## src/pkg/ldm_pkg.sv

```systemverilog
package ldm_pkg;
    // Mode strap decode: ground, open, supply
    typedef enum logic [1:0] {
        ldm_mode_direct_pwm,
        ldm_mode_serial,
        ldm_mode_dc_interface
    } ldm_mode_t;

    // Three-state strap levels as seen at the strap sense pins
    localparam logic [1:0] STRAP_GROUND = 2'h0;
    localparam logic [1:0] STRAP_OPEN = 2'h1;
    localparam logic [1:0] STRAP_SUPPLY = 2'h2;

    localparam int DUTY_WIDTH = 8;
    localparam int FRAME_BYTES = 4;
    localparam int FRAME_BITS = FRAME_BYTES * DUTY_WIDTH;
    localparam int GROUP_COUNT = 4;
    localparam int PWM_PERIOD_CYCLES = 256;
    localparam logic [7:0] DUTY_RESET = 8'h00;
    localparam logic [7:0] DUTY_FULL = 8'hff;
    localparam logic [7:0] DUTY_MIN_ON = 8'h02;

    // Host-side timing figures (kept for reference by the bench)
    localparam int MIN_HIGH_TIME_US = 8;
    localparam int MAX_PWM_FREQ_HZ = 488;
    localparam int CLK_PERIOD_NS = 100;
    localparam int MIN_HIGH_CYCLES = (MIN_HIGH_TIME_US * 1000 + CLK_PERIOD_NS - 1) / CLK_PERIOD_NS;

    // Group order inside a frame and on the duty bus
    localparam int GROUP_A = 0;
    localparam int GROUP_B = 1;
    localparam int GROUP_C = 2;
    localparam int GROUP_D = 3;
endpackage : ldm_pkg

```

## src/hw/ldm_pwm_counter.sv

```systemverilog
`timescale 1ns/1ns
// Free-running PWM period counter shared by all groups
module ldm_pwm_counter #(
    parameter int PERIOD = ldm_pkg::PWM_PERIOD_CYCLES
) (
    input wire logic clk,
    input wire logic reset,
    output logic [$clog2(PERIOD)-1:0] phase,
    output logic period_start
);
    // Wrap at the period end
    always_ff @(posedge clk)
    begin
        if (reset)
            phase <= '0;
        else if (phase == ($clog2(PERIOD))'(PERIOD - 1))
            phase <= '0;
        else
            phase <= phase + 1'b1;
    end

    assign period_start = (phase == '0);
endmodule : ldm_pwm_counter

```

## src/hw/ldm_controller.sv

```systemverilog
`timescale 1ns/1ns
// Notes on behaviour
// RULE_01 - Strap picks direct, serial or DC mode
// RULE_02 - Channels 0-1 and 2-3 share duties
// RULE_03 - Channels 4 and 5 dimmed independently
// RULE_04 - Undriven dimming inputs read as low
// RULE_05 - Direct mode: input high means channel on
// RULE_06 - Host holds inputs high at least 8 us
// RULE_07 - Host keeps PWM at most 488 Hz
// RULE_08 - Serial mode: group A input is data
// RULE_09 - Serial mode: group B input shifts bits
// RULE_10 - Serial mode: ch4 input is frame strobe
// RULE_11 - Serial mode ignores ch5 input
// RULE_12 - Frame is four eight-bit duty bytes
// RULE_13 - Byte zero off, all ones full on
// RULE_14 - Bytes map to groups A, B, C, D
// RULE_15 - Data captured on shift clock rising edge
// RULE_16 - Strobe falling edge loads buffered bytes
// RULE_17 - On-time (v+1)/256, values 1,2 give 2/256
// RULE_18 - Serial PWM period is 256 clocks
// RULE_19 - Bits arrive MSB first, bytes in order
// RULE_20 - Old duties hold until frame strobe
module ldm_controller (
    input wire logic clk,
    input wire logic reset,
    input wire logic [1:0] mode_strap,
    input wire logic group_a_dim_input,
    input wire logic group_b_dim_input,
    input wire logic ch4_dim_input,
    input wire logic ch5_dim_input,
    input wire logic out_ready,
    output logic system_clock_output,
    output logic led_channel_zero,
    output logic led_channel_one,
    output logic led_channel_two,
    output logic led_channel_three,
    output logic led_channel_four,
    output logic led_channel_five,
    output logic [1:0] active_mode,
    output logic frame_valid,
    output logic [31:0] frame_data,
    output logic frame_overrun
);
    localparam int W = ldm_pkg::DUTY_WIDTH;
    localparam int NB = ldm_pkg::FRAME_BITS;

    // Two-flop synchronisers for the strap and dimming pins (not out_ready); pull-downs make floating pins low
    logic [5:0] sync_meta;
    logic [5:0] sync_pin;
    logic [5:0] sync_prev;
    always_ff @(posedge clk)
    begin
        if (reset)
        begin
            sync_meta <= 6'h00; // RULE_04
            sync_pin <= 6'h00;
            sync_prev <= 6'h00;
        end
        else
        begin
            sync_meta <= {mode_strap, ch5_dim_input, ch4_dim_input, group_b_dim_input, group_a_dim_input};
            sync_pin <= sync_meta;
            sync_prev <= sync_pin;
        end
    end

    logic dat_s;
    logic sck_s;
    logic eof_s;
    logic ch5_s;
    logic [1:0] strap_s;
    assign dat_s = sync_pin[0];
    assign sck_s = sync_pin[1];
    assign eof_s = sync_pin[2];
    assign ch5_s = sync_pin[3];
    assign strap_s = sync_pin[5:4];

    // Strap decode; an illegal code falls back to direct mode
    function automatic ldm_pkg::ldm_mode_t decode_strap(input logic [1:0] s);
        ldm_pkg::ldm_mode_t m;
        m = ldm_pkg::ldm_mode_direct_pwm;
        if (s == ldm_pkg::STRAP_OPEN)
            m = ldm_pkg::ldm_mode_serial;
        else if (s == ldm_pkg::STRAP_SUPPLY)
            m = ldm_pkg::ldm_mode_dc_interface;
        return m;
    endfunction : decode_strap

    // Strap trusted only once the sync pipeline holds real pin samples
    logic [1:0] settle;
    always_ff @(posedge clk)
    begin
        if (reset)
            settle <= 2'h0;
        else if (settle != 2'h3)
            settle <= settle + 2'h1;
    end

    // Mode is caught once after reset release; straps do not move in service
    ldm_pkg::ldm_mode_t mode;
    logic mode_taken;
    always_ff @(posedge clk)
    begin
        if (reset)
        begin
            mode <= ldm_pkg::ldm_mode_direct_pwm;
            mode_taken <= 1'b0;
        end
        else if (!mode_taken && settle == 2'h3 && sync_prev[5:4] == strap_s)
        begin
            mode <= decode_strap(strap_s); // RULE_01
            mode_taken <= 1'b1;
        end
    end
    assign active_mode = mode;

    logic serial_mode;
    assign serial_mode = mode_taken && mode == ldm_pkg::ldm_mode_serial;

    // Edge detection on the synchronised link pins
    logic sck_rise;
    logic eof_fall;
    assign sck_rise = serial_mode && sck_s && !sync_prev[1]; // RULE_15 RULE_09
    assign eof_fall = serial_mode && !eof_s && sync_prev[2]; // RULE_16 RULE_10

    // Frame shift register, MSB first; first byte ends in the top lane
    logic [NB-1:0] shift;
    logic [5:0] bit_count;
    always_ff @(posedge clk)
    begin
        if (reset)
        begin
            shift <= '0;
            bit_count <= 6'h00;
        end
        else if (eof_fall)
            bit_count <= 6'h00;
        else if (sck_rise)
        begin
            shift <= {shift[NB-2:0], dat_s}; // RULE_08 RULE_19
            if (bit_count != 6'(NB))
                bit_count <= bit_count + 6'h01;
        end
    end

    // Two-entry buffer between frame receiver and duty registers
    logic [NB-1:0] fifo_mem [2];
    logic wr_ptr;
    logic rd_ptr;
    logic [1:0] fifo_count;
    logic fifo_in_ready;
    logic fifo_push;
    logic fifo_pop;
    logic apply_ready;
    assign fifo_in_ready = fifo_count != 2'h2;
    // A frame needs all 32 bits before the strobe; short frames are dropped
    assign fifo_push = eof_fall && bit_count == 6'(NB) && fifo_in_ready; // RULE_12
    assign fifo_pop = fifo_count != 2'h0 && apply_ready;

    always_ff @(posedge clk)
    begin
        if (reset)
        begin
            wr_ptr <= 1'b0;
            rd_ptr <= 1'b0;
            fifo_count <= 2'h0;
        end
        else
        begin
            if (fifo_push)
                wr_ptr <= ~wr_ptr;
            if (fifo_pop)
                rd_ptr <= ~rd_ptr;
            fifo_count <= fifo_count + 2'(fifo_push) - 2'(fifo_pop);
        end
    end

    always_ff @(posedge clk)
    begin
        if (fifo_push)
            fifo_mem[wr_ptr] <= shift;
    end

    // Overrun is sticky: a strobe while the buffer is full loses that frame
    always_ff @(posedge clk)
    begin
        if (reset)
            frame_overrun <= 1'b0;
        else if (eof_fall && bit_count == 6'(NB) && !fifo_in_ready)
            frame_overrun <= 1'b1;
    end

    // Duties change only at a period boundary, avoiding runt pulses
    logic [7:0] phase;
    logic period_start;
    ldm_pwm_counter #(
        .PERIOD(ldm_pkg::PWM_PERIOD_CYCLES)
    ) u_counter (
        .clk(clk),
        .reset(reset),
        .phase(phase),
        .period_start(period_start)
    );
    assign apply_ready = period_start && out_ready;

    // Latest applied frame mirrored out for observation
    assign frame_valid = fifo_count != 2'h0;
    always_ff @(posedge clk)
    begin
        if (reset)
            frame_data <= 32'h00000000;
        else if (fifo_pop)
            frame_data <= fifo_mem[rd_ptr];
    end

    // Duty registers held until a whole new frame is applied
    logic [W-1:0] duty [ldm_pkg::GROUP_COUNT];
    genvar g;
    generate
        for (g = 0; g < ldm_pkg::GROUP_COUNT; g++)
        begin : g_duty
            always_ff @(posedge clk)
            begin
                if (reset)
                    duty[g] <= ldm_pkg::DUTY_RESET;
                else if (fifo_pop)
                    duty[g] <= fifo_mem[rd_ptr][NB-1-g*W -: W]; // RULE_14 RULE_20
            end
        end
    endgenerate

    // Compare threshold: v+1 counts, codes 1 and 2 both give 2
    function automatic logic [8:0] on_count(input logic [7:0] v);
        logic [8:0] c;
        c = 9'h000; // RULE_13
        if (v != 8'h00)
            c = (v <= ldm_pkg::DUTY_MIN_ON) ? 9'h002 : {1'b0, v} + 9'h001; // RULE_17
        return c;
    endfunction : on_count

    logic [3:0] serial_on;
    logic [3:0] direct_on;
    logic [3:0] group_on;
    generate
        for (g = 0; g < ldm_pkg::GROUP_COUNT; g++)
        begin : g_pwm
            assign serial_on[g] = {1'b0, phase} < on_count(duty[g]); // RULE_18
        end
    endgenerate

    // Direct mode passes the synchronised pins; ch5 is unused in serial mode
    assign direct_on = {ch5_s, eof_s, sck_s, dat_s}; // RULE_05 RULE_11

    // DC interface needs an analog front end; channels stay off here
    always_comb
    begin
        group_on = 4'h0;
        if (mode_taken)
        begin
            unique case (mode)
                ldm_pkg::ldm_mode_direct_pwm: group_on = direct_on;
                ldm_pkg::ldm_mode_serial: group_on = serial_on;
                ldm_pkg::ldm_mode_dc_interface: group_on = 4'h0;
                default: group_on = 4'h0;
            endcase
        end
    end

    // Registered channel drives and the clock output at half the clock rate
    always_ff @(posedge clk)
    begin
        if (reset)
        begin
            led_channel_zero <= 1'b0;
            led_channel_one <= 1'b0;
            led_channel_two <= 1'b0;
            led_channel_three <= 1'b0;
            led_channel_four <= 1'b0;
            led_channel_five <= 1'b0;
            system_clock_output <= 1'b0;
        end
        else
        begin
            led_channel_zero <= group_on[ldm_pkg::GROUP_A]; // RULE_02
            led_channel_one <= group_on[ldm_pkg::GROUP_A];
            led_channel_two <= group_on[ldm_pkg::GROUP_B];
            led_channel_three <= group_on[ldm_pkg::GROUP_B];
            led_channel_four <= group_on[ldm_pkg::GROUP_C]; // RULE_03
            led_channel_five <= group_on[ldm_pkg::GROUP_D];
            system_clock_output <= ~system_clock_output;
        end
    end
endmodule : ldm_controller

```

## config.mk

```make
export PLATFORM = sky130hd
export DESIGN_NAME = ldm_controller
export DESIGN_NICKNAME = d
export VERILOG_FILES = /design/src/pkg/ldm_pkg.sv /design/src/hw/ldm_pwm_counter.sv /design/src/hw/ldm_controller.sv
export SDC_FILE = /design/constraint.sdc
export NUM_CORES = 1
export LEC_CHECK = 0
export ABC_AREA = 1
export ABC_CLOCK_PERIOD_IN_PS = 2600
export BUFFER_PORTS_ARGS = -buffer_cell sky130_fd_sc_hd__buf_4
export CORE_ASPECT_RATIO = 0.7
export CORE_MARGIN = 2
export CORE_UTILIZATION = 25
export CTS_BUF_LIST = sky130_fd_sc_hd__clkbuf_2 sky130_fd_sc_hd__clkbuf_4 sky130_fd_sc_hd__clkbuf_8
export DETAILED_ROUTE_END_ITERATION = 10
export PLACE_DENSITY = 0.4
export SLEW_MARGIN = 20
export SYNTH_ARGS = -nofsm -noshare
export SYNTH_HDL_FRONTEND = slang
export SYNTH_SLANG_ARGS = --single-unit
```

## constraint.sdc

```tcl
create_clock -name clk -period 2.6 [get_ports clk]
set_input_delay 0.26 -clock clk [delete_from_list [all_inputs] [get_ports clk]]
set_output_delay 0.26 -clock clk [all_outputs]
set_load 0.05 [all_outputs]
```

==> results of run 1 <==
[worst max path at each step]
stage,endpoint,cells past startpoint
final,fifo_count[1],11
after floorplan,fifo_mem[1][0],6
after detailed placement,fifo_count[1],11
after global placement,fifo_count[1],11
after global routing,fifo_count[1],11
after CTS,fifo_count[1],11
[report_power, final]
group / internal [W] / total, W / switching, W
logic: 0.0000949 / 0.000256 / 0.000161
clock network: 0.00166 / 0.00295 / 0.00129
registers: 0.00341 / 0.00345 / 0.0000363
[registers in the layout, indices dropped and copies added (netlist names), 2 cells and up, named ones only]
name,flops
fifo_mem,64
duty,32
frame_data,32
shift,32
u_counter.phase,8
bit_count,6
sync_meta,6
sync_pin,6
sync_prev,4
active_mode,2
fifo_count,2
settle,2
[cell usage after synthesis (2+ instances only)]
cell / n / area [um^2]
ha_1: 47 / 588
or2_2: 5 / 31.3
xor2_1: 20 / 175
clkbuf_1: 10 / 37.5
buf_6: 2 / 22.5
buf_2: 11 / 55.1
nor2_1: 188 / 706
o21ai_0: 76 / 380
o21ai_1: 2 / 10.0
mux2i_1: 32 / 320
inv_1: 90 / 338
edfxtp_1: 96 / 2880
nand2_1: 128 / 480
dfxtp_1: 110 / 2200
nand4_1: 9 / 56.3
nand3_1: 32 / 160
o21ai_2: 7 / 61.3
a21oi_1: 20 / 100
a21o_1: 8 / 60.1
buf_4: 4 / 30.0
nor3_1: 9 / 45.0
[cells by family (layout without fill, tap and decap cells)]
logic type      count (synthesis)  count (layout)  share of synthesized area (%)
mux                            32              32                           3.63
buf+inv                       120             226                           5.72
fa+ha+maj                      47              47                           6.66
flops                         206             206                           57.6
simple gates                  378             378                           17.3
compound gates                114             114                           7.01
other cells                     0               1                              0
xor+xnor                       21              21                           2.08
[area by class of cell]
type	instances	area, um^2
Antenna cell	1	2.50
Clock buffer	57	678
Clock inverter	5	37.5
Fill cell	3656	24100
Inverter	91	342
Multi-Input combinational cell	592	3260
Sequential cell	206	5090
Tap cell	472	591
Timing Repair Buffer	73	613
[per-stage QoR]
| step | util [%] | hold slack, ps | setup WS (ps) | instances |
|---|---|---|---|---|
| after floorplan | - | 344 | -160 | 918 |
| after global placement | 28.3 | 400 | 448 | 1428 |
| after detailed placement | 28.3 | 399 | 435 | 1428 |
| after CTS | 30.5 | 67.6 | 414 | 1496 |
| after global routing | 30.5 | 73.3 | 178 | 1496 |
| final | 30.5 | 102 | 478 | 1497 |
[routing by layer]
layer	wire (um)	part of all wire (%)
met5	0	0
met4	510	2.5
met3	615	3.0
met2	8370	40
met1	11200	54
[worst reg2reg max path, cell delays in order (launching register included)]
cell	delay [ps]
dfxtp_1	350
inv_1	90
nor2_4	190
nand2_1	100
nor3_1	240
o21ai_0	190
ha_1	320
inv_1	40
ha_1	170
xor2_1	150
o21ai_0	140
a21oi_1	50
==> results.ini, run 1 <==
[outcome]
status = completed

[global_route]
grt_usage_pct = 11.5
gr-usage-met2_pct = 16.4
met3_usage_pct = 2.45
grtUsageMet1_pct = 17.0
grt_max_degree = 67
first_global_vias = 5891
top_usage_layer = met1
grt.overflow.total = 0
grt_pass1_wl_mm = 33.5
grt_antenna_before_repair = 0

[timing]
tns_ps = 0
relSlewSlack_pct = 64.7
tightest_slew_ps = 515
fmax_mhz = 471
setup_violations = 0
timing.final.crit_share_pct = 81.6
skew_ps = 20.6
maxSlewViolCount = 0
rsz0062_at_grt = false
finalHoldViolCount = 0
min_period_ps = 2120

[floorplanning]
io_pins = 52
die_w_um = 229
die_h_um = 161
core_mm2 = 0.0347
initial_core_util_pct = 25.4
die-area_mm2 = 0.0369
rows = 57

[setup_path]
path_cells = inv_1 > nor2_4 > nand2_1 > nor3_1 > o21ai_0 > ha_1 > inv_1 > ha_1 > xor2_1 > o21ai_0 > a21oi_1
cpMaxStageDelayCell = dfxtp_1
reg2reg_depth = 11
setup.worst_path.start = active_mode[0]
path_buf_inv = 2
r2r_end = fifo_count[1]
cp_slowest_stage_delay_ps = 350
worstPathRequired_ps = 3000
crit_family = simple AND/OR/NAND/NOR gates
end_kind = flop
crit_type = flop to flop
r2r_start = active_mode[0]
crit_arrival_ps = 2530
worst-r2r-setup-slack_ps = 480
startpoint_type = flop
crit_path_max_fanout = 6

[place]
numPortBuffers = 51
dpl_cell_area_mm2 = 0.00983
place_congestion = 0.713
place_hpwl_mm = 14.4

[clocking]
cts_tree = built
postCtsResizedCells = 0
clkTransAtPathRegs_ps = 60
tritoncts.num_buffers = 36
cts_setup_buffers = 0
h-tree-depth = 2
cts-root-buf = clkbuf_8
clock_path_buffers = 3
ctsHoldBuffers = 6
clock_latency_ps = 520
clock_sinks = 206

[synthesis]
seq_area_frac_synth_pct = 57.6
ys.flop_type = dfxtp_1
synth_nets = 974
synth.distinct_cells = 33
ys_seq_elements = 206
syn_area_per_cell_um2 = 9.62
synth_cells = 918
synth_edf_count = 96
synth-async-reset-ratio_pct = 0
synthesis.area_mm2 = 0.00883
yosys_warnings = 0

[route]
drc_errors = 0
antenna_left = 0
vias = 6089
drtIter0Drc = 443
firstDrtPassIters = 4
wl_per_cell_um = 13.8
wirelength_mm = 20.7
vias_per_cell = 4.07

[min_path]
hp-class = input pin to flop
min_from = reset
min_path_cells = 2
hold_path_end = sync_prev[1]

[finish]
layout_common_cells = nor2_1, nand2_1, dfxtp_1, edfxtp_1, inv_1
layout_commonest_cell = nor2_1
fin_area_mm2 = 0.0106
areaGrowthSynthToFinish_pct = 20.1
drive_above_1_share_pct = 14.6
fin_nets = 1056

[power]
power_w = 0.00666
power_leakage_nw = 4.33
p_per_area_mw_per_mm2 = 628
max-vdd-ir-drop_mv = 0.203

[flow_run]
max_cap_violations = 0

(Power assumes the default switching activity.)
==> run 2: changes to the inputs <==
ABC_CLOCK_PERIOD_IN_PS = 2100   (was 2600)
PLACE_DENSITY = 0.39   (was 0.4)
clock period = 2.1 ns   (was 2.6 ns; I/O delays follow)
==> results.ini, run 2 (same netlist as run 1, synthesis figures left out) <==
[outcome]
status = completed

[floorplanning]
die-area_mm2 = 0.0369
io_pins = 52
initial_core_util_pct = 25.4
die_h_um = 161
core_mm2 = 0.0347
rows = 57
die_w_um = 229

[setup_path]
crit_arrival_ps = 2470
worstPathRequired_ps = 2560
path_cells = buf_6 > ha_4 > nor2_2 > nor2_1 > nand2_1 > nand4_1 > ha_1 > nand2_2 > a21oi_2 > nor2_1 > nor2_1 > nor2_1 > nand3_1 > a21oi_1
cpMaxStageDelayCell = edfxtp_1
crit_path_max_fanout = 3
end_kind = flop
crit_top_cell = nor2_1
cp_slowest_stage_delay_ps = 400
startpoint_type = flop
crit_type = flop to flop
crit_family = simple AND/OR/NAND/NOR gates
path_buf_inv = 1

[global_route]
grt.overflow.total = 0
first_global_vias = 6078
grt_pass1_wl_mm = 34.2
grt_usage_pct = 11.9
grt_max_degree = 41
grt_antenna_before_repair = 0

[timing]
rsz0062_at_grt = true
maxSlewViolCount = 0
finalHoldViolCount = 0
skew_ps = 22.9
timing.final.crit_share_pct = 95.8
min_period_ps = 2010
fmax_mhz = 497
setup_violations = 0
tightest_slew_ps = 506
relSlewSlack_pct = 66.2

[finish]
multi_input_area_mm2 = 0.00337
largest_reg_flops = 64
n_antenna_cell = 0
fin_cells = 1526
drive_above_1_share_pct = 19.4
areaGrowthSynthToFinish_pct = 24.6
layout_commonest_cell = nor2_1
largest_register = fifo_mem
layout_common_cells = nor2_1, nand2_1, dfxtp_1, edfxtp_1, buf_4
register_area_mm2 = 0.00509
fillers = 3634
fin_nets = 1083

[place]
numPortBuffers = 51
place_hpwl_mm = 15.0
place_congestion = 0.748
dp.cells = 1451

[power]
seqPwrFrac_pct = 49.7
power_leakage_nw = 4.51
internal_power_w = 0.00664
p_comb_share_pct = 4.1
power_frac_clock_pct = 46.1
power_w = 0.00857
p_sw_w = 0.00193
p_per_area_mw_per_mm2 = 779
max-vdd-ir-drop_mv = 0.272
switching_share_pct = 22.5

[route]
drc_errors = 0
vias = 6180
wirelength_mm = 21.6
antenna_left = 0
vias_per_cell = 4.05
firstDrtPassIters = 5
drtIter0Drc = 244
wl_per_cell_um = 14.1

[clocking]
clock_path_buffers = 3
clkTransAtPathRegs_ps = 60
clock_latency_ps = 550
h-tree-depth = 2
cts-root-buf = clkbuf_8
cts_tree = built
clock_sinks = 206
tritoncts.num_buffers = 35

[flow_run]
max_cap_violations = 0

[min_path]
hp-class = input pin to flop

run 2: changes by cell type in the layout (fill, tap and decap cells not counted), sizes merged:
cell      delta
buf         +28
clkbuf       -4
clkinv       +3
bufinv       +2
clkinvlp     +2
diode        -1
inv          -1
run 2: what timing repair did:
action                                  4_1_cts  5_1_grt
setup buffers                                 0        5
hold endpoints to repair                      6        0
resized for setup                             1       31
gates cloned                                  0        0
endpoints found under the setup margin        1        5
pin swaps                                     0       11
hold buffers                                  6        0
run 2: final cells by class:
type	instances	share of cell area [%]
clock inverter	11	1.07
inverter	91	3.16
clock buffer	53	6.00
sequential	206	46.3
multi-input combinational	592	30.6
timing repair buffer	101	7.55
tap	472	5.37
run 2: power by group through the flow:
stage / logic (W) / clock network, W / registers [W]
CTS: 0.000344 / 0.00410 / 0.00426
detailed placement: 0.000334 / 0 / 0.00435
global placement: 0.000334 / 0 / 0.00435
global route: 0.000407 / 0.00427 / 0.00427
finish: 0.000354 / 0.00396 / 0.00426
floorplan: 0.000203 / 0 / 0.00436
run 2: final timing paths:
kind	cells after the start	start	slack [ps]	endpoint
worst max-delay path	14	duty[2][1]	90	led_channel_four
worst min-delay path	3	reset	140	system_clock_output
worst max register to register	14	duty[2][1]	90	led_channel_four
worst min register to register	2	sync_meta[1]	400	sync_pin[1]
run 2: layer usage:
| layer | vias to the layer above | routed length [um] | global-route usage, % |
|---|---|---|---|
| li1 | 3246 | - | - |
| met1 | 2817 | 11500 | 17.1 |
| met2 | 72 | 8820 | 17.5 |
| met3 | 45 | 689 | 2.51 |
| met4 | 0 | 566 | 4.43 |
| met5 | - | 0 | 0 |
run 2: worst min-delay path, cell delays in order:
cell and delay [ps]:
buf_4 90, buf_4 270, nor2_1 60
run 2: metrics by stage:
stage               TNS [ps]  hold slack [ps]  instance area [um^2]  util, %  setup WS, ps
floorplan                  0              294                  8870        -          11.8
global placement           0              401                 10000     28.8          5.88
detailed placement         0              401                 10000     28.8          34.3
CTS                        0              107                 10900     31.3          40.0
global route            -470              127                 11000     31.7          -136
finish                     0              145                 11000     31.7          88.4
==> run 3: changes to the inputs <==
ABC_AREA = unset   (was 1)
CORE_UTILIZATION = 45   (was 25)
PLACE_DENSITY = 0.61   (was 0.39)
==> results.ini, run 3 <==
[finish]
layout_common_cells = buf_4, dfxtp_1, nor2_1, edfxtp_1, nand2_1
n_antenna_cell = 0
fin_cells = 1192
multi_input_area_mm2 = 0.00362
areaGrowthSynthToFinish_pct = 26.4
register_area_mm2 = 0.00509
fillers = 1560
largest_reg_flops = 64
fin_nets = 981
largest_register = fifo_mem
drive_above_1_share_pct = 26.1
layout_commonest_cell = buf_4

[floorplanning]
core_mm2 = 0.0189
io_pins = 52
die-area_mm2 = 0.0205
rows = 42
die_w_um = 170
die_h_um = 120
initial_core_util_pct = 46.0

[setup_path]
worst-r2r-setup-slack_ps = -250
crit_family = compound AO/OA/AOI/OAI gates
crit_top_cell = a211oi_1
reg2reg_depth = 9
end_kind = flop
crit_path_max_fanout = 3
crit_arrival_ps = 2860
r2r_start = duty[0][4]
cpMaxStageDelayCell = or4_4
r2r_end = led_channel_one
crit_type = flop to flop
startpoint_type = flop
path_cells = or4_4 > nor3_4 > o21ai_1 > a22o_1 > ha_1 > a211oi_1 > nor2_1 > a211oi_1 > o221a_2
cp_slowest_stage_delay_ps = 560
worstPathRequired_ps = 2610
path_buf_inv = 0

[synthesis]
synth_edf_count = 96
ys.flop_type = dfxtp_1
synth.distinct_cells = 53
synth_cells = 786
syn_area_per_cell_um2 = 11.1
yosys-top-cells-count = dfxtp_1, nor2_1, edfxtp_1
netlist_top_cells_area = edfxtp_1, dfxtp_1, ha_1
seq_area_frac_synth_pct = 58.5
synth_nets = 842
yosysTopAreaCell = edfxtp_1
ys_seq_elements = 206
yosys_warnings = 0
synthesis.area_mm2 = 0.00870
synth_top_area_share_pct = 33.1
synth-async-reset-ratio_pct = 0
synth_most_common_cell = dfxtp_1

[route]
drc_errors = 0
drtIter0Drc = 361
antenna_left = 0
vias_per_cell = 5.24
wirelength_mm = 19.8
vias = 6245
wl_per_cell_um = 16.6
firstDrtPassIters = 5

[min_path]
hold_path_end = sync_meta[2]
min_from = ch4_dim_input
min_path_cells = 3
hp-class = input pin to flop

[timing]
holdWs_ps = 404
finalHoldViolCount = 0
timing.final.crit_share_pct = 112
min_period_ps = 2350
rsz0062_at_grt = true
skew_ps = 17.3
setup_violations = 4
relSlewSlack_pct = 50.6
tightest_slew_ps = 731
fmax_mhz = 426
layout_setup_ws_ps = -250
maxSlewViolCount = 0

[global_route]
first_global_vias = 6323
grt_max_degree = 48
grt_antenna_before_repair = 0
grt_pass1_wl_mm = 31.7
grt_usage_pct = 19.4
grt.overflow.total = 0

[clocking]
cts_tree = built
clkTransAtPathRegs_ps = 70
h-tree-depth = 1
clock_path_buffers = 3
tritoncts.num_buffers = 31
clock_latency_ps = 580
cts-root-buf = clkbuf_8
clock_sinks = 206

[place]
place_congestion = 0.800
dp.cells = 1121
numPortBuffers = 51
place_ws_ps = -290
place_hpwl_mm = 13.4

[power]
power_leakage_nw = 4.15
max-vdd-ir-drop_mv = 0.463
p_per_area_mw_per_mm2 = 750

[flow_run]
max_cap_violations = 0

[outcome]
violations = setup timing
status = finished, violations left

[run 3: changes by cell type after synthesis, moves of 22 or more]
cell and change:
nor2_1 -87, inv_1 -65, o21ai_0 -56, nand2_1 -49, a211oi_1 +37, a21oi_1 +22
[run 3: where the power goes]
group / switching (W) / internal [W]
sequential: 0.0000376 / 0.00423
combinational: 0.000217 / 0.000193
clock: 0.00155 / 0.00202
total: 0.00181 / 0.00643
[run 3: logic make-up after synthesis]
family                     count (synthesis)  synth area share (%)
and+or+nand+nor                          273                  14.6
adders and majority gates                 47                  6.76
xor gates and xnor gates                  37                  3.73
muxes                                     35                  4.04
buffers and inverters                     61                  2.75
DFF                                      206                  58.5
AOI/OAI and AO/OA                        127                  9.65
[run 3: layer usage]
metal	share of wire [%]	GRT usage (%)	vias up	wire, um
met3	4.1	3.60	37	816
met1	48	26.5	3023	9440
met5	0	0	-	0
li1	-	-	3072	-
met2	46	31.7	113	9090
met4	2.4	5.88	0	477
[run 3: timing repair]
| item | in CTS | in global routing |
|---|---|---|
| hold buffers | 9 | 0 |
| gates cloned | 0 | 1 |
| endpoints found under the hold margin | 15 | 0 |
| pin swaps | 7 | 10 |
| resized for setup | 15 | 29 |
| buffers inserted | 1 | 2 |
| endpoints found under the setup margin | 24 | 38 |
[run 3: worst max path at each step]
stage                                    to        from  cells after the start  slack, ps
after floorplan           led_channel_three  duty[1][3]                      9       -180
after global placement     led_channel_four  duty[2][4]                     10       -260
after detailed placement   led_channel_four  duty[2][7]                      9       -290
after CTS                   led_channel_one  duty[0][4]                      9       -250
after global routing        led_channel_one  duty[0][4]                      9       -380
final                       led_channel_one  duty[0][4]                      9       -250
[run 3: stage by stage]
step	TNS [ps]	area, um^2	utilization, %	power (W)
after floorplan	-3670	8760	-	0.00457
after global placement	-1500	9960	52.7	0.00469
after detailed placement	-1060	9960	52.7	0.00472
after CTS	-821	10800	57.2	0.00830
after global routing	-1310	11000	58.1	0.00855
final	-827	11000	58.1	0.00824
[run 3: cell type report]
cell class | count | share of cell area, %
clock buffer | 48 | 5.67
timing repair buffer | 142 | 10.7
tap | 242 | 2.75
multi-input combinational | 519 | 33.0
clock inverter | 10 | 0.694
inverter | 25 | 0.854
sequential | 206 | 46.3
[run 3: worst register-to-register path, delay by kind of cell, from the launching register on]
family	cells	cell delay, ps
compound gates	5	930
simple gates	3	790
fa+ha+maj	1	180
flops	1	390
